===== config.mk =====
export PLATFORM = sky130hd
export DESIGN_NAME = dbcc_top
export DESIGN_NICKNAME = d
export VERILOG_FILES = /design/src/hw/dbcc_pkg.sv /design/src/hw/dbcc_bridge.sv /design/src/hw/dbcc_top.sv
export SDC_FILE = /design/constraint.sdc
export NUM_CORES = 1
export LEC_CHECK = 0
export ABC_CLOCK_PERIOD_IN_PS = 6400
export BUFFER_PORTS_ARGS = -buffer_cell sky130_fd_sc_hd__buf_2
export CORE_MARGIN = 5
export CORE_UTILIZATION = 32
export CTS_BUF_LIST = sky130_fd_sc_hd__clkbuf_16
export DETAILED_ROUTE_END_ITERATION = 10
export SYNTH_ARGS = -nofsm -noshare
export SYNTH_HDL_FRONTEND = slang
export SYNTH_SLANG_ARGS = --single-unit

===== constraint.sdc =====
create_clock -name mclk_in -period 6.4 [get_ports mclk_in]
set_input_delay 0.64 -clock mclk_in [delete_from_list [all_inputs] [get_ports mclk_in]]
set_output_delay 0.64 -clock mclk_in [all_outputs]
set_load 0.05 [all_outputs]

===== src/hw/dbcc_pkg.sv =====
// Shared constants and types for the dual bridge chop control block
package dbcc_pkg;

  localparam int CLK_MHZ       = 125;
  // Printed times, in their own units
  localparam int OFF_TIME_NS   = 25000;
  localparam int DEAD_TIME_NS  = 500;
  localparam int BLANK_TIME_NS = 3000;
  localparam int STANDBY_US    = 1000;
  localparam int FAST_PCT      = 50;
  localparam int TRIP_GAIN     = 10;
  // Derived cycle counts
  localparam int OFF_CYC   = (OFF_TIME_NS * CLK_MHZ) / 1000;
  localparam int DEAD_CYC  = (DEAD_TIME_NS * CLK_MHZ + 999) / 1000;
  localparam int BLANK_CYC = (BLANK_TIME_NS * CLK_MHZ + 999) / 1000;
  localparam int FAST_CYC  = (OFF_CYC * FAST_PCT) / 100;
  localparam int STANDBY_CYC = STANDBY_US * CLK_MHZ;
  localparam int CNT_W     = 18;

  typedef enum logic [2:0] {
    DBCC_COAST,
    DBCC_DRIVE,
    DBCC_FAST,
    DBCC_DEAD,
    DBCC_SLOW,
    DBCC_BRAKE
  } dbcc_state_t;

endpackage


===== src/hw/dbcc_bridge.sv =====
// One full bridge: drive decode, trip, mixed decay sequencing
`timescale 1ns/100ps
module dbcc_bridge #(
  parameter int OFF_CYC   = dbcc_pkg::OFF_CYC,
  parameter int FAST_CYC  = dbcc_pkg::FAST_CYC,
  parameter int DEAD_CYC  = dbcc_pkg::DEAD_CYC,
  parameter int BLANK_CYC = dbcc_pkg::BLANK_CYC
) (
  input  wire logic       mclk_in,
  input  wire logic       resetn_in,
  input  wire logic       ctl_first_in,
  input  wire logic       ctl_second_in,
  input  wire logic       trip_in,
  input  wire logic       zero_cur_in,
  input  wire logic       enable_in,
  output logic            leg_first_out,
  output logic            leg_first_oe_out,
  output logic            leg_second_out,
  output logic            leg_second_oe_out,
  output logic            sync_rect_out,
  output logic            in_decay_out
);

  dbcc_pkg::dbcc_state_t  st_r;
  dbcc_pkg::dbcc_state_t  st_nxt;
  logic [dbcc_pkg::CNT_W-1:0] cnt_r;
  logic [dbcc_pkg::CNT_W-1:0] cnt_nxt;
  logic                   fwd_r;
  logic                   fwd_nxt;
  logic                   zc_r;
  logic                   zc_nxt;
  logic                   lf;
  logic                   lfe;
  logic                   ls;
  logic                   lse;
  logic                   sr;
  logic                   drive_req;
  logic [dbcc_pkg::CNT_W-1:0] fast_run_r;
  logic [dbcc_pkg::CNT_W-1:0] fast_run_nxt;

  assign drive_req = ctl_first_in ^ ctl_second_in;

  ////////////////////////////////////////////////////////////////////////
  always_comb
  begin
    st_nxt  = st_r;
    cnt_nxt = cnt_r;
    fwd_nxt = fwd_r;
    zc_nxt  = zc_r;
    if (cnt_r != '0)
    begin
      cnt_nxt = cnt_r - 1'b1;
    end
    unique case (st_r)
      dbcc_pkg::DBCC_COAST, dbcc_pkg::DBCC_BRAKE:
      begin
        if (drive_req)
        begin
          st_nxt  = dbcc_pkg::DBCC_DRIVE;
          fwd_nxt = ctl_first_in;
          cnt_nxt = dbcc_pkg::CNT_W'(BLANK_CYC);
        end
        else if (ctl_first_in && ctl_second_in)
        begin
          st_nxt = dbcc_pkg::DBCC_BRAKE;
        end
        else
        begin
          st_nxt = dbcc_pkg::DBCC_COAST;
        end
      end
      dbcc_pkg::DBCC_DRIVE:
      begin
        if (!drive_req || fwd_r != ctl_first_in)
        begin
          st_nxt = dbcc_pkg::DBCC_COAST;
        end
        else if (trip_in && cnt_r == '0)
        begin
          // Blanking hides switching spikes on the sense line
          st_nxt  = dbcc_pkg::DBCC_FAST;
          cnt_nxt = dbcc_pkg::CNT_W'(FAST_CYC - 1);
          zc_nxt  = 1'b0;
        end
      end
      dbcc_pkg::DBCC_FAST:
      begin
        if (cnt_r == '0)
        begin
          st_nxt  = dbcc_pkg::DBCC_DEAD;
          cnt_nxt = dbcc_pkg::CNT_W'(DEAD_CYC - 1);
        end
      end
      dbcc_pkg::DBCC_DEAD:
      begin
        if (cnt_r == '0)
        begin
          st_nxt  = dbcc_pkg::DBCC_SLOW;
          cnt_nxt = dbcc_pkg::CNT_W'(OFF_CYC - FAST_CYC - DEAD_CYC - 1);
        end
      end
      dbcc_pkg::DBCC_SLOW:
      begin
        if (cnt_r == '0)
        begin
          if (drive_req && fwd_r == ctl_first_in)
          begin
            st_nxt  = dbcc_pkg::DBCC_DRIVE;
            cnt_nxt = dbcc_pkg::CNT_W'(BLANK_CYC);
          end
          else
          begin
            st_nxt = dbcc_pkg::DBCC_COAST;
          end
        end
      end
      default:
      begin
        st_nxt = dbcc_pkg::DBCC_COAST;
      end
    endcase
    if (zero_cur_in && (st_r == dbcc_pkg::DBCC_FAST ||
                        st_r == dbcc_pkg::DBCC_SLOW))
    begin
      zc_nxt = 1'b1;
    end
    if (!enable_in)
    begin
      st_nxt  = dbcc_pkg::DBCC_COAST;
      cnt_nxt = '0;
    end
  end

  always_ff @(posedge mclk_in or negedge resetn_in)
  begin
    if (!resetn_in)
    begin
      st_r  <= dbcc_pkg::DBCC_COAST;
      cnt_r <= '0;
      fwd_r <= 1'b0;
      zc_r  <= 1'b0;
    end
    else
    begin
      st_r  <= st_nxt;
      cnt_r <= cnt_nxt;
      fwd_r <= fwd_nxt;
      zc_r  <= zc_nxt;
    end
  end

  ////////////////////////////////////////////////////////////////////////
  // Output legs; the held-low leg keeps its sink on through the slow decay
  always_comb
  begin
    lf  = 1'b0;
    lfe = 1'b0;
    ls  = 1'b0;
    lse = 1'b0;
    sr  = 1'b0;
    unique case (st_r)
      dbcc_pkg::DBCC_DRIVE:
      begin
        lf  = fwd_r;
        ls  = !fwd_r;
        lfe = 1'b1;
        lse = 1'b1;
      end
      dbcc_pkg::DBCC_BRAKE:
      begin
        lfe = 1'b1;
        lse = 1'b1;
      end
      dbcc_pkg::DBCC_FAST:
      begin
        // Fast decay: legs reversed against the drive direction
        sr  = !zc_r;
        lf  = !fwd_r;
        ls  = fwd_r;
        lfe = sr;
        lse = sr;
      end
      dbcc_pkg::DBCC_SLOW:
      begin
        sr  = !zc_r;
        lfe = fwd_r ? 1'b1 : sr;
        lse = fwd_r ? sr : 1'b1;
      end
      default:
      begin
        lf = 1'b0;
      end
    endcase
  end

  always_comb
  begin
    leg_first_out     = lf;
    leg_first_oe_out  = lfe;
    leg_second_out    = ls;
    leg_second_oe_out = lse;
    sync_rect_out     = sr;
    in_decay_out      = (st_r == dbcc_pkg::DBCC_FAST) ||
                        (st_r == dbcc_pkg::DBCC_DEAD) ||
                        (st_r == dbcc_pkg::DBCC_SLOW);
  end

  ////////////////////////////////////////////////////////////////////////
  // Checker helper: cycles spent so far in the current fast decay;
  // a counter, as the off-time is far beyond any delay range
  always_comb
  begin
    fast_run_nxt = '0;
    if (st_r == dbcc_pkg::DBCC_FAST)
    begin
      fast_run_nxt = fast_run_r + 1'b1;
    end
  end

  always_ff @(posedge mclk_in or negedge resetn_in)
  begin
    if (!resetn_in)
    begin
      fast_run_r <= '0;
    end
    else
    begin
      fast_run_r <= fast_run_nxt;
    end
  end

  chk_dead_quiet: assert property (@(posedge mclk_in)
    disable iff (!resetn_in)
    st_r == dbcc_pkg::DBCC_DEAD |-> !lfe && !lse && !sr)
    else $error("drivers on during dead time");

  chk_fwd_drive: assert property (@(posedge mclk_in)
    disable iff (!resetn_in)
    st_r == dbcc_pkg::DBCC_DRIVE && fwd_r |-> lf && !ls && lfe && lse)
    else $error("forward drive wrong");

  chk_trip_decay: assert property (@(posedge mclk_in)
    disable iff (!resetn_in)
    st_r == dbcc_pkg::DBCC_DRIVE && trip_in && cnt_r == '0 && enable_in &&
    drive_req && fwd_r == ctl_first_in
    |=> st_r == dbcc_pkg::DBCC_FAST)
    else $error("trip did not start decay");

  chk_fast_len: assert property (@(posedge mclk_in)
    disable iff (!resetn_in)
    st_r == dbcc_pkg::DBCC_FAST |-> fast_run_r < dbcc_pkg::CNT_W'(FAST_CYC))
    else $error("fast decay too long");

  chk_coast_z: assert property (@(posedge mclk_in)
    disable iff (!resetn_in)
    st_r == dbcc_pkg::DBCC_COAST |-> !lfe && !lse)
    else $error("coast not high impedance");

  chk_zc_off: assert property (@(posedge mclk_in)
    disable iff (!resetn_in)
    zc_r |-> !sr)
    else $error("rectifier on after zero current");

  chk_disable: assert property (@(posedge mclk_in)
    disable iff (!resetn_in)
    !enable_in |=> st_r == dbcc_pkg::DBCC_COAST)
    else $error("disabled bridge still active");

endmodule


===== src/hw/dbcc_top.sv =====
// Dual bridge chop control top: sync, standby, faults, two bridges
`timescale 1ns/100ps
// Summary of operation
// - Each bridge follows only its own input pair and own regulation.
// - Inputs one-zero drive forward; zero-one drive reverse.
// - Tenfold sense above reference trips the bridge into decay.
// - Trip in forward holds leg A low; reverse holds leg B low.
// - Both inputs high brake with both legs low.
// - Both inputs low leave both legs high impedance.
// - All four inputs low over 1 ms enters standby, disabling supplies.
// - Output short latches a fault for that channel and disables it.
// - Fault clears only on standby exit or reset.
// - Over-temperature flag disables all outputs until it clears.
// - Supply-low flag holds all drivers off until it clears.
// - Decay turns on recirculation switches, synchronous rectification.
// - Zero current during decay turns synchronous rectification off.
// - Fast decay for half the off-time, then slow decay.
// - Fast-to-slow change forces all drivers off for dead time.
module dbcc_top #(
  parameter int OFF_CYC     = dbcc_pkg::OFF_CYC,
  parameter int FAST_CYC    = dbcc_pkg::FAST_CYC,
  parameter int DEAD_CYC    = dbcc_pkg::DEAD_CYC,
  parameter int BLANK_CYC   = dbcc_pkg::BLANK_CYC,
  parameter int STANDBY_CYC = dbcc_pkg::STANDBY_CYC
) (
  input  wire logic       mclk_in,
  input  wire logic       resetn_in,
  input  wire logic       bridge_a_ctl_first_in,
  input  wire logic       bridge_a_ctl_second_in,
  input  wire logic       bridge_b_ctl_first_in,
  input  wire logic       bridge_b_ctl_second_in,
  input  wire logic       bridge_a_trip_in,
  input  wire logic       bridge_b_trip_in,
  input  wire logic       bridge_a_zero_cur_in,
  input  wire logic       bridge_b_zero_cur_in,
  input  wire logic       bridge_a_short_in,
  input  wire logic       bridge_b_short_in,
  input  wire logic       over_temp_in,
  input  wire logic       supply_low_lockout_in,
  output logic            bridge_a_leg_first_out,
  output logic            bridge_a_leg_first_oe_out,
  output logic            bridge_a_leg_second_out,
  output logic            bridge_a_leg_second_oe_out,
  output logic            bridge_b_leg_first_out,
  output logic            bridge_b_leg_first_oe_out,
  output logic            bridge_b_leg_second_out,
  output logic            bridge_b_leg_second_oe_out,
  output logic            bridge_a_sync_rect_out,
  output logic            bridge_b_sync_rect_out,
  output logic            pump_enable_out,
  output logic            regulator_enable_out,
  output logic            standby_out,
  output logic [1:0]      overcurrent_fault_latch_out
);

  localparam int NSYNC = 12;

  logic [NSYNC-1:0]       meta_r;
  logic [NSYNC-1:0]       sync_r;
  logic [NSYNC-1:0]       raw;
  logic                   a_f;
  logic                   a_s;
  logic                   b_f;
  logic                   b_s;
  logic                   a_trip;
  logic                   b_trip;
  logic                   a_zc;
  logic                   b_zc;
  logic                   a_short;
  logic                   b_short;
  logic                   hot;
  logic                   low_sup;
  logic [dbcc_pkg::CNT_W-1:0] idle_cnt_r;
  logic [dbcc_pkg::CNT_W-1:0] idle_cnt_nxt;
  logic                   stby_r;
  logic                   stby_nxt;
  logic [1:0]             fault_r;
  logic [1:0]             fault_nxt;
  logic                   all_low;
  logic                   global_ok;
  logic                   a_en;
  logic                   b_en;
  logic                   a_dec;
  logic                   b_dec;

  ////////////////////////////////////////////////////////////////////////
  // Two-stage synchronisers for every pin and analog flag
  assign raw = {supply_low_lockout_in, over_temp_in,
                bridge_b_short_in, bridge_a_short_in,
                bridge_b_zero_cur_in, bridge_a_zero_cur_in,
                bridge_b_trip_in, bridge_a_trip_in,
                bridge_b_ctl_second_in, bridge_b_ctl_first_in,
                bridge_a_ctl_second_in, bridge_a_ctl_first_in};

  always_ff @(posedge mclk_in or negedge resetn_in)
  begin
    if (!resetn_in)
    begin
      meta_r <= '0;
      sync_r <= '0;
    end
    else
    begin
      meta_r <= raw;
      sync_r <= meta_r;
    end
  end

  assign a_f     = sync_r[0];
  assign a_s     = sync_r[1];
  assign b_f     = sync_r[2];
  assign b_s     = sync_r[3];
  assign a_trip  = sync_r[4];
  assign b_trip  = sync_r[5];
  assign a_zc    = sync_r[6];
  assign b_zc    = sync_r[7];
  assign a_short = sync_r[8];
  assign b_short = sync_r[9];
  assign hot     = sync_r[10];
  assign low_sup = sync_r[11];

  ////////////////////////////////////////////////////////////////////////
  // Standby timer and per-channel fault latches
  assign all_low = !a_f && !a_s && !b_f && !b_s;

  always_comb
  begin
    idle_cnt_nxt = idle_cnt_r;
    stby_nxt     = stby_r;
    fault_nxt    = fault_r;
    if (!all_low)
    begin
      idle_cnt_nxt = '0;
      stby_nxt     = 1'b0;
      if (stby_r)
      begin
        // Wake clears faults; a short this cycle re-latches below
        fault_nxt = 2'h0;
      end
    end
    else if (idle_cnt_r == dbcc_pkg::CNT_W'(STANDBY_CYC))
    begin
      stby_nxt = 1'b1;
    end
    else
    begin
      idle_cnt_nxt = idle_cnt_r + 1'b1;
    end
    // Set wins over the wake clear
    if (a_short)
    begin
      fault_nxt[0] = 1'b1;
    end
    if (b_short)
    begin
      fault_nxt[1] = 1'b1;
    end
  end

  always_ff @(posedge mclk_in or negedge resetn_in)
  begin
    if (!resetn_in)
    begin
      idle_cnt_r <= '0;
      stby_r     <= 1'b0;
      fault_r    <= 2'h0;
    end
    else
    begin
      idle_cnt_r <= idle_cnt_nxt;
      stby_r     <= stby_nxt;
      fault_r    <= fault_nxt;
    end
  end

  assign global_ok = !hot && !low_sup && !stby_r;
  assign a_en = global_ok && !fault_r[0];
  assign b_en = global_ok && !fault_r[1];

  ////////////////////////////////////////////////////////////////////////
  dbcc_bridge #(
    .OFF_CYC   (OFF_CYC),
    .FAST_CYC  (FAST_CYC),
    .DEAD_CYC  (DEAD_CYC),
    .BLANK_CYC (BLANK_CYC)
  ) u_bridge_a (
    .mclk_in           (mclk_in),
    .resetn_in         (resetn_in),
    .ctl_first_in      (a_f),
    .ctl_second_in     (a_s),
    .trip_in           (a_trip),
    .zero_cur_in       (a_zc),
    .enable_in         (a_en),
    .leg_first_out     (bridge_a_leg_first_out),
    .leg_first_oe_out  (bridge_a_leg_first_oe_out),
    .leg_second_out    (bridge_a_leg_second_out),
    .leg_second_oe_out (bridge_a_leg_second_oe_out),
    .sync_rect_out     (bridge_a_sync_rect_out),
    .in_decay_out      (a_dec)
  );

  dbcc_bridge #(
    .OFF_CYC   (OFF_CYC),
    .FAST_CYC  (FAST_CYC),
    .DEAD_CYC  (DEAD_CYC),
    .BLANK_CYC (BLANK_CYC)
  ) u_bridge_b (
    .mclk_in           (mclk_in),
    .resetn_in         (resetn_in),
    .ctl_first_in      (b_f),
    .ctl_second_in     (b_s),
    .trip_in           (b_trip),
    .zero_cur_in       (b_zc),
    .enable_in         (b_en),
    .leg_first_out     (bridge_b_leg_first_out),
    .leg_first_oe_out  (bridge_b_leg_first_oe_out),
    .leg_second_out    (bridge_b_leg_second_out),
    .leg_second_oe_out (bridge_b_leg_second_oe_out),
    .sync_rect_out     (bridge_b_sync_rect_out),
    .in_decay_out      (b_dec)
  );

  // Controller must allow pump settle time after wake
  assign pump_enable_out      = !stby_r;
  assign regulator_enable_out = !stby_r;
  assign standby_out          = stby_r;
  assign overcurrent_fault_latch_out = fault_r;

  ////////////////////////////////////////////////////////////////////////
  chk_fault_off: assert property (@(posedge mclk_in)
    disable iff (!resetn_in)
    fault_r[0] |=> !bridge_a_leg_first_oe_out && !bridge_a_leg_second_oe_out)
    else $error("faulted channel still driving");

  chk_fault_hold: assert property (@(posedge mclk_in)
    disable iff (!resetn_in)
    fault_r != 2'h0 && !stby_r
    |=> (fault_r & $past(fault_r)) == $past(fault_r))
    else $error("fault cleared without standby exit");

  chk_hot_off: assert property (@(posedge mclk_in)
    disable iff (!resetn_in)
    hot |=> !bridge_a_leg_first_oe_out && !bridge_b_leg_second_oe_out)
    else $error("outputs on while hot");

  chk_uv_off: assert property (@(posedge mclk_in)
    disable iff (!resetn_in)
    low_sup |=> !bridge_b_leg_first_oe_out && !bridge_a_leg_second_oe_out)
    else $error("outputs on under low supply");

  chk_standby_on: assert property (@(posedge mclk_in)
    disable iff (!resetn_in)
    stby_r |-> !pump_enable_out && !regulator_enable_out)
    else $error("supplies enabled in standby");

  chk_standby_entry: assert property (@(posedge mclk_in)
    disable iff (!resetn_in)
    !all_low ##1 all_low [*8] |-> !stby_r)
    else $error("standby entered too early");

  chk_rect_decay: assert property (@(posedge mclk_in)
    disable iff (!resetn_in)
    (!bridge_a_sync_rect_out || a_dec) && (!bridge_b_sync_rect_out || b_dec))
    else $error("rectifier on outside decay");

endmodule


==> reports/metrics.cfg, run 1 <==
[pwr]
p_per_area_nw_per_um2 = 201
total_power_mw = 1.16
ir_drop_mv = 0.152
leakage_nw = 2.46

[logic_synthesis]
synth_top_area_frac = 0.439
yosysSeqAreaShare = 0.439
ys.flop_type = dfrtp_1
synthSimpleGateAreaFrac = 0.255
ys_seq_elements = 91
synth_xor_area_frac = 0.0574
syn-cell-area_sq_um = 5190
syn_area_per_cell_sq_um = 8.75
synth_nets = 620
ys_types = 65
yosys_warnings = 0
synth_top_family_by_area = simple AND/OR/NAND/NOR gates
synth-edff-count = 0
synth_largest_area_cell = dfrtp_1
async_reset_ff_frac = 1.00
synthMuxAreaShare = 0.00386
ys_top_cells_by_area = dfrtp_1 44%, nor2_1 5.5%, a21oi_1 3.8%, o21ai_0 3.3%, ha_1 3.1%
synth_common_cells = 91 x dfrtp_1, 76 x nor2_1, 41 x nand2_1
yosysMostFrequentCell = dfrtp_1
synth_compound_area_frac = 0.175
synthAdderAreaFrac = 0.0313
syn_inst = 593

[placement]
dp_hpwl_mm = 9.14
dp.cells = 814
gp_congestion = 0.906
portBuffers = 28
dpl_worst_slack_ps = 3200
placed_area_sq_um = 5510

[floorplan]
start_util = 0.327
fp.dieH_um = 137
rows = 46
die_x_um = 137
coreArea_sq_um = 15900
io_pins = 29
dieArea_sq_um = 18900

[cts]
cts_tree = built
post_cts_resized = 0
cts_made_buffers = 9
htreeDepth = 3
cts.clk_slew.worst_paths_ps = 70
cts_sinks = 91
cts_hold_buf = 0
clk_latency_ps = 350
cts_setup_buffers = 0
cts_buffer_depth = 2
root_buffer = clkbuf_16

[route]
drt_iter0_drc = 396
routed_via_density = 5.47
drt_wl_total_mm = 12.6
dr.pass1.iters = 5
ant_nets = 0
vias = 4541
drc = 0
avgRoutedWirePerCell_um = 15.2

[final_layout]
areaGrowthSynthToFinish_pct = 11.6
fin_util = 0.365
final_cell_area_sq_um = 5790
drive_gt1_frac = 0.0993
antenna_cells = 0
final_nets = 636
instances_no_fill = 830

[setup_path]
crit_fanout = 18
reg2reg_slack_ps = 3140
cp_data_required_time_ps = 6660
critPathKind = reg2reg
end_kind = register
arrival_ps = 3510
rr_endpoint = u_bridge_b.cnt_r[0]$_DFF_PN0_
crit_top_cell = ha_1
r2r.worst_path.cells = 10
crit_slowest_cell = or4_4
cp_cell_sequence = inv_1, ha_1, or4b_4, or4_4, nor2_8, inv_2, ha_1, a211oi_1, a21oi_1, a31oi_1
cpPeakStageDelay_ps = 610
r2r_start = u_bridge_b.cnt_r[0]$_DFF_PN0_
critPathLaunchType = register

[global_routing]
grt_pass1_vias = 4351
grtUsageTotal = 0.143
grt_max_degree = 49
grt_first_pass_wirelength_mm = 21.8
grt-ovfl-total = 0
antenna_found_initial = 0

[flow_run]
cap_viol_max_count = 0

[timing]
layout_setup_ws_ps = 3140
setup_viol = 0
rsz0062_at_grt = no
hold_viol = 0
timing.setup.tns_ps = 0
max_slew_margin = 0.332
fin_skew_ps = 8.42
slew_violations = 0
worst_pin_slew_ps = 993
fmax_mhz = 307
hold_ws_ps = 294
min_period_ps = 3260
period_share = 0.509

[min_path]
hold_class = in2async

[status]
status = finished, final reports clean

[per-layer routing]
layer,track usage,routed length (um)
met1,0.199,5920
met2,0.221,5760
met3,0.0252,704
met4,0.0554,227
met5,0,0
[kinds of logic (layout without fill, tap and decap cells)]
kind of cell    after synthesis  after routing
fa+ha+maj                    13             13
xor+xnor                     34             34
buf+inv                      51             72
simple gates                258            258
mux                           2              2
compound gates              144            144
flops                        91             91
[worst max-delay path by stage]
stage                             startpoint                            end  slack (ps)  cells past startpoint
2_1_floorplan  u_bridge_b.cnt_r[0]$_DFF_PN0_  u_bridge_b.cnt_r[0]$_DFF_PN0_        3590                     11
3_3_place_gp   u_bridge_b.cnt_r[0]$_DFF_PN0_  u_bridge_b.cnt_r[0]$_DFF_PN0_        3280                     11
3_5_place_dp   u_bridge_b.cnt_r[0]$_DFF_PN0_  u_bridge_b.cnt_r[0]$_DFF_PN0_        3200                     11
4_1_cts        u_bridge_b.cnt_r[0]$_DFF_PN0_  u_bridge_b.cnt_r[0]$_DFF_PN0_        3170                     10
5_1_grt        u_bridge_b.cnt_r[0]$_DFF_PN0_  u_bridge_b.cnt_r[0]$_DFF_PN0_        2960                     11
6_report       u_bridge_b.cnt_r[0]$_DFF_PN0_  u_bridge_b.cnt_r[0]$_DFF_PN0_        3140                     10
[power breakdown]
| part | internal (mW) | switching [mW] | leakage [nW] |
|---|---|---|---|
| combinational | 0.0202 | 0.0444 | 1.13 |
| clock | 0.265 | 0.240 | 0.124 |
| sequential | 0.585 | 0.00731 | 1.20 |
[cell usage in the layout, fill, tap and decap left out, types with 4 or more instances in the layout]
master,n
or3_1,8
o211ai_1,4
nor2_1,76
nand2b_1,12
and3_1,9
ha_1,13
nor4_1,14
clkbuf_16,9
inv_1,22
buf_2,27
nand2_1,41
or4_1,4
nor2b_1,8
xor2_1,17
o21ai_0,34
nand3b_1,4
xnor2_1,17
a31oi_1,12
nand3_1,27
a211oi_1,11
a21oi_1,39
dfrtp_1,91
a21o_1,6
nor3_1,28
o22ai_1,8
nand4_1,6
or2_2,6
clkinvlp_4,4
[critical path, delay by kind of cell, from the launching register on]
kind	cells	cell delay [ps]
DFF	1	400
adders and majority gates	2	610
AOI/OAI and AO/OA	3	520
buffers and inverters	2	270
and+or+nand+nor	3	1370
[area by class of cell]
cell class              instances  area, sq um
flip-flops and latches         91         2280
repair buffers                 30          158
clock buffers                   9          225
fillers                      1651        10100
clock inverters                 7         52.6
inverters                      26         97.6
well taps                     216          270
multi-input cells             451         2710
[flip-flops by register name, summed over array words and instances (netlist names)]
register                     count
overcurrent_fault_latch_out      2
u_bridge_a.st_r                  3
idle_cnt_r                      18
u_bridge_b.st_r                  3
meta_r                          12
u_bridge_b.zc_r                  1
sync_r                          12
u_bridge_b.cnt_r                18
u_bridge_a.cnt_r                18
u_bridge_a.fwd_r                 1
u_bridge_b.fwd_r                 1
u_bridge_a.zc_r                  1
standby_out                      1
Note: power is estimated with default switching activity, not from simulation.
==> inputs of run 2 (changes only) <==
ABC_CLOCK_PERIOD_IN_PS = 3050   (was 6400)
clock period = 3.05 ns   (was 6.4 ns; I/O delays follow)
==> reports/metrics.cfg, run 2 (synthesized netlist as in run 1, its figures left out) <==
[setup_path]
reg2reg_slack_ps = 190
cp_data_required_time_ps = 3250
critPathKind = reg2reg
arrival_ps = 3060
crit_fanout = 5
cpPeakStageDelay_ps = 590
critPathLaunchType = register
cp_cell_sequence = inv_2, ha_2, or4b_4, or4_4, nor2_8, inv_2, ha_1, a211oi_1, a21oi_1, a21oi_1, a31oi_1
r2r.worst_path.cells = 11
end_kind = register
r2r_start = u_bridge_b.cnt_r[0]$_DFF_PN0_
crit_slowest_cell = or4_4
rr_endpoint = u_bridge_b.cnt_r[0]$_DFF_PN0_

[cts]
cts.clk_slew.worst_paths_ps = 70
cts_setup_buffers = 0
clk_latency_ps = 350
cts_buffer_depth = 2
cts_sinks = 91
htreeDepth = 3
root_buffer = clkbuf_16
cts_tree = built
cts_made_buffers = 9

[timing]
fmax_mhz = 350
rsz0062_at_grt = no
setup_viol = 0
worst_pin_slew_ps = 800
timing.setup.tns_ps = 0
min_period_ps = 2860
period_share = 0.938
hold_viol = 0
fin_skew_ps = 5.93
slew_violations = 0
hold_ws_ps = 59.5
max_slew_margin = 0.465

[route]
avgRoutedWirePerCell_um = 15.4
drc = 0
vias = 4595
ant_nets = 0
dr.pass1.iters = 5
drt_iter0_drc = 428
routed_via_density = 5.41
drt_wl_total_mm = 13.1

[floorplan]
die_x_um = 137
start_util = 0.327
fp.dieH_um = 137
coreArea_sq_um = 15900
rows = 46
io_pins = 29
dieArea_sq_um = 18900

[status]
status = finished, final reports clean

[final_layout]
top_regs = idle_cnt_r (18), u_bridge_a.cnt_r (18), u_bridge_b.cnt_r (18)
layout.cells.most_common = dfrtp_1
final_nets = 655
final_cell_area_sq_um = 5960
areaGrowthSynthToFinish_pct = 14.8
layout_common_cells = 91 x dfrtp_1, 76 x nor2_1, 41 x nand2_1
antenna_cells = 0
fin_util = 0.375
drive_gt1_frac = 0.128

[min_path]
worstHoldStart = bridge_a_trip_in
hold_class = in2reg
hold_end = meta_r[4]$_DFF_PN0_
min_path_cells = 1

[global_routing]
grtUsageTotal = 0.146
grt_first_pass_wirelength_mm = 22.2
grt-ovfl-total = 0
antenna_found_initial = 0
grt_max_degree = 62
grt_pass1_vias = 4431

[pwr]
p_per_area_nw_per_um2 = 411
ir_drop_mv = 0.237
leakage_nw = 2.56
total_power_mw = 2.45

[placement]
gp_congestion = 0.930
dp_hpwl_mm = 9.37
placed_area_sq_um = 5660
portBuffers = 28

[flow_run]
cap_viol_max_count = 0

## run 2: cell count changes in the layout (fill, tap and decap cells not counted), sizes merged
cell	delta
buf	+18
clkinv	-1
dlygate4sd3	+1
inv	+1
## run 2: timing repair
item                                    in CTS  in global routing
endpoints found under the hold margin       30                  0
resized for setup                            0                  3
endpoints found under the setup margin       0                  5
hold buffers                                 1                  0
## run 2: how the worst max path moves through the flow
stage	slack, ps	endpoint	start	cells past startpoint
after global placement	170	u_bridge_b.cnt_r[0]$_DFF_PN0_	u_bridge_b.cnt_r[0]$_DFF_PN0_	11
after CTS	120	u_bridge_b.cnt_r[0]$_DFF_PN0_	u_bridge_b.cnt_r[0]$_DFF_PN0_	10
final	190	u_bridge_b.cnt_r[0]$_DFF_PN0_	u_bridge_b.cnt_r[0]$_DFF_PN0_	11
after detailed placement	150	u_bridge_b.cnt_r[0]$_DFF_PN0_	u_bridge_b.cnt_r[0]$_DFF_PN0_	11
after floorplan	240	u_bridge_b.cnt_r[0]$_DFF_PN0_	u_bridge_b.cnt_r[0]$_DFF_PN0_	11
after global routing	30	u_bridge_b.cnt_r[0]$_DFF_PN0_	u_bridge_b.cnt_r[0]$_DFF_PN0_	11
## run 2: layer usage
| layer | part of all wire | GRT usage |
|---|---|---|
| met1 | 0.48 | 0.211 |
| met2 | 0.44 | 0.212 |
| met3 | 0.061 | 0.0270 |
| met4 | 0.020 | 0.0599 |
| met5 | 0 | 0 |
## run 2: where the power goes
part	switching (mW)	total [mW]	leakage [nW]	internal (mW)
Combinational	0.0934	0.144	1.23	0.0505
Clock	0.504	1.06	0.127	0.558
Sequential	0.0164	1.24	1.20	1.23
Total	0.614	2.45	2.56	1.84
## run 2: final cells by class
type / instances / area [sq um]
tap: 216 / 270
timing repair buffer: 49 / 315
multi-input combinational: 451 / 2720
fill: 1636 / 9930
clock buffer: 9 / 225
sequential: 91 / 2280
inverter: 26 / 97.6
clock inverter: 7 / 53.8
## run 2: critical path: cells and delay by family (launching register included)
kind,cells,cell delay (ps)
AOI/OAI and AO/OA,4,570
adders and majority gates,2,360
buffers and inverters,2,140
DFF,1,400
and+or+nand+nor,3,1230
## run 2: stage by stage
stage | setup WS [ps] | std cells
2_1_floorplan | 245 | 593
3_3_place_gp | 166 | 832
3_5_place_dp | 153 | 832
4_1_cts | 120 | 849
5_1_grt | 33.7 | 849
6_report | 190 | 849
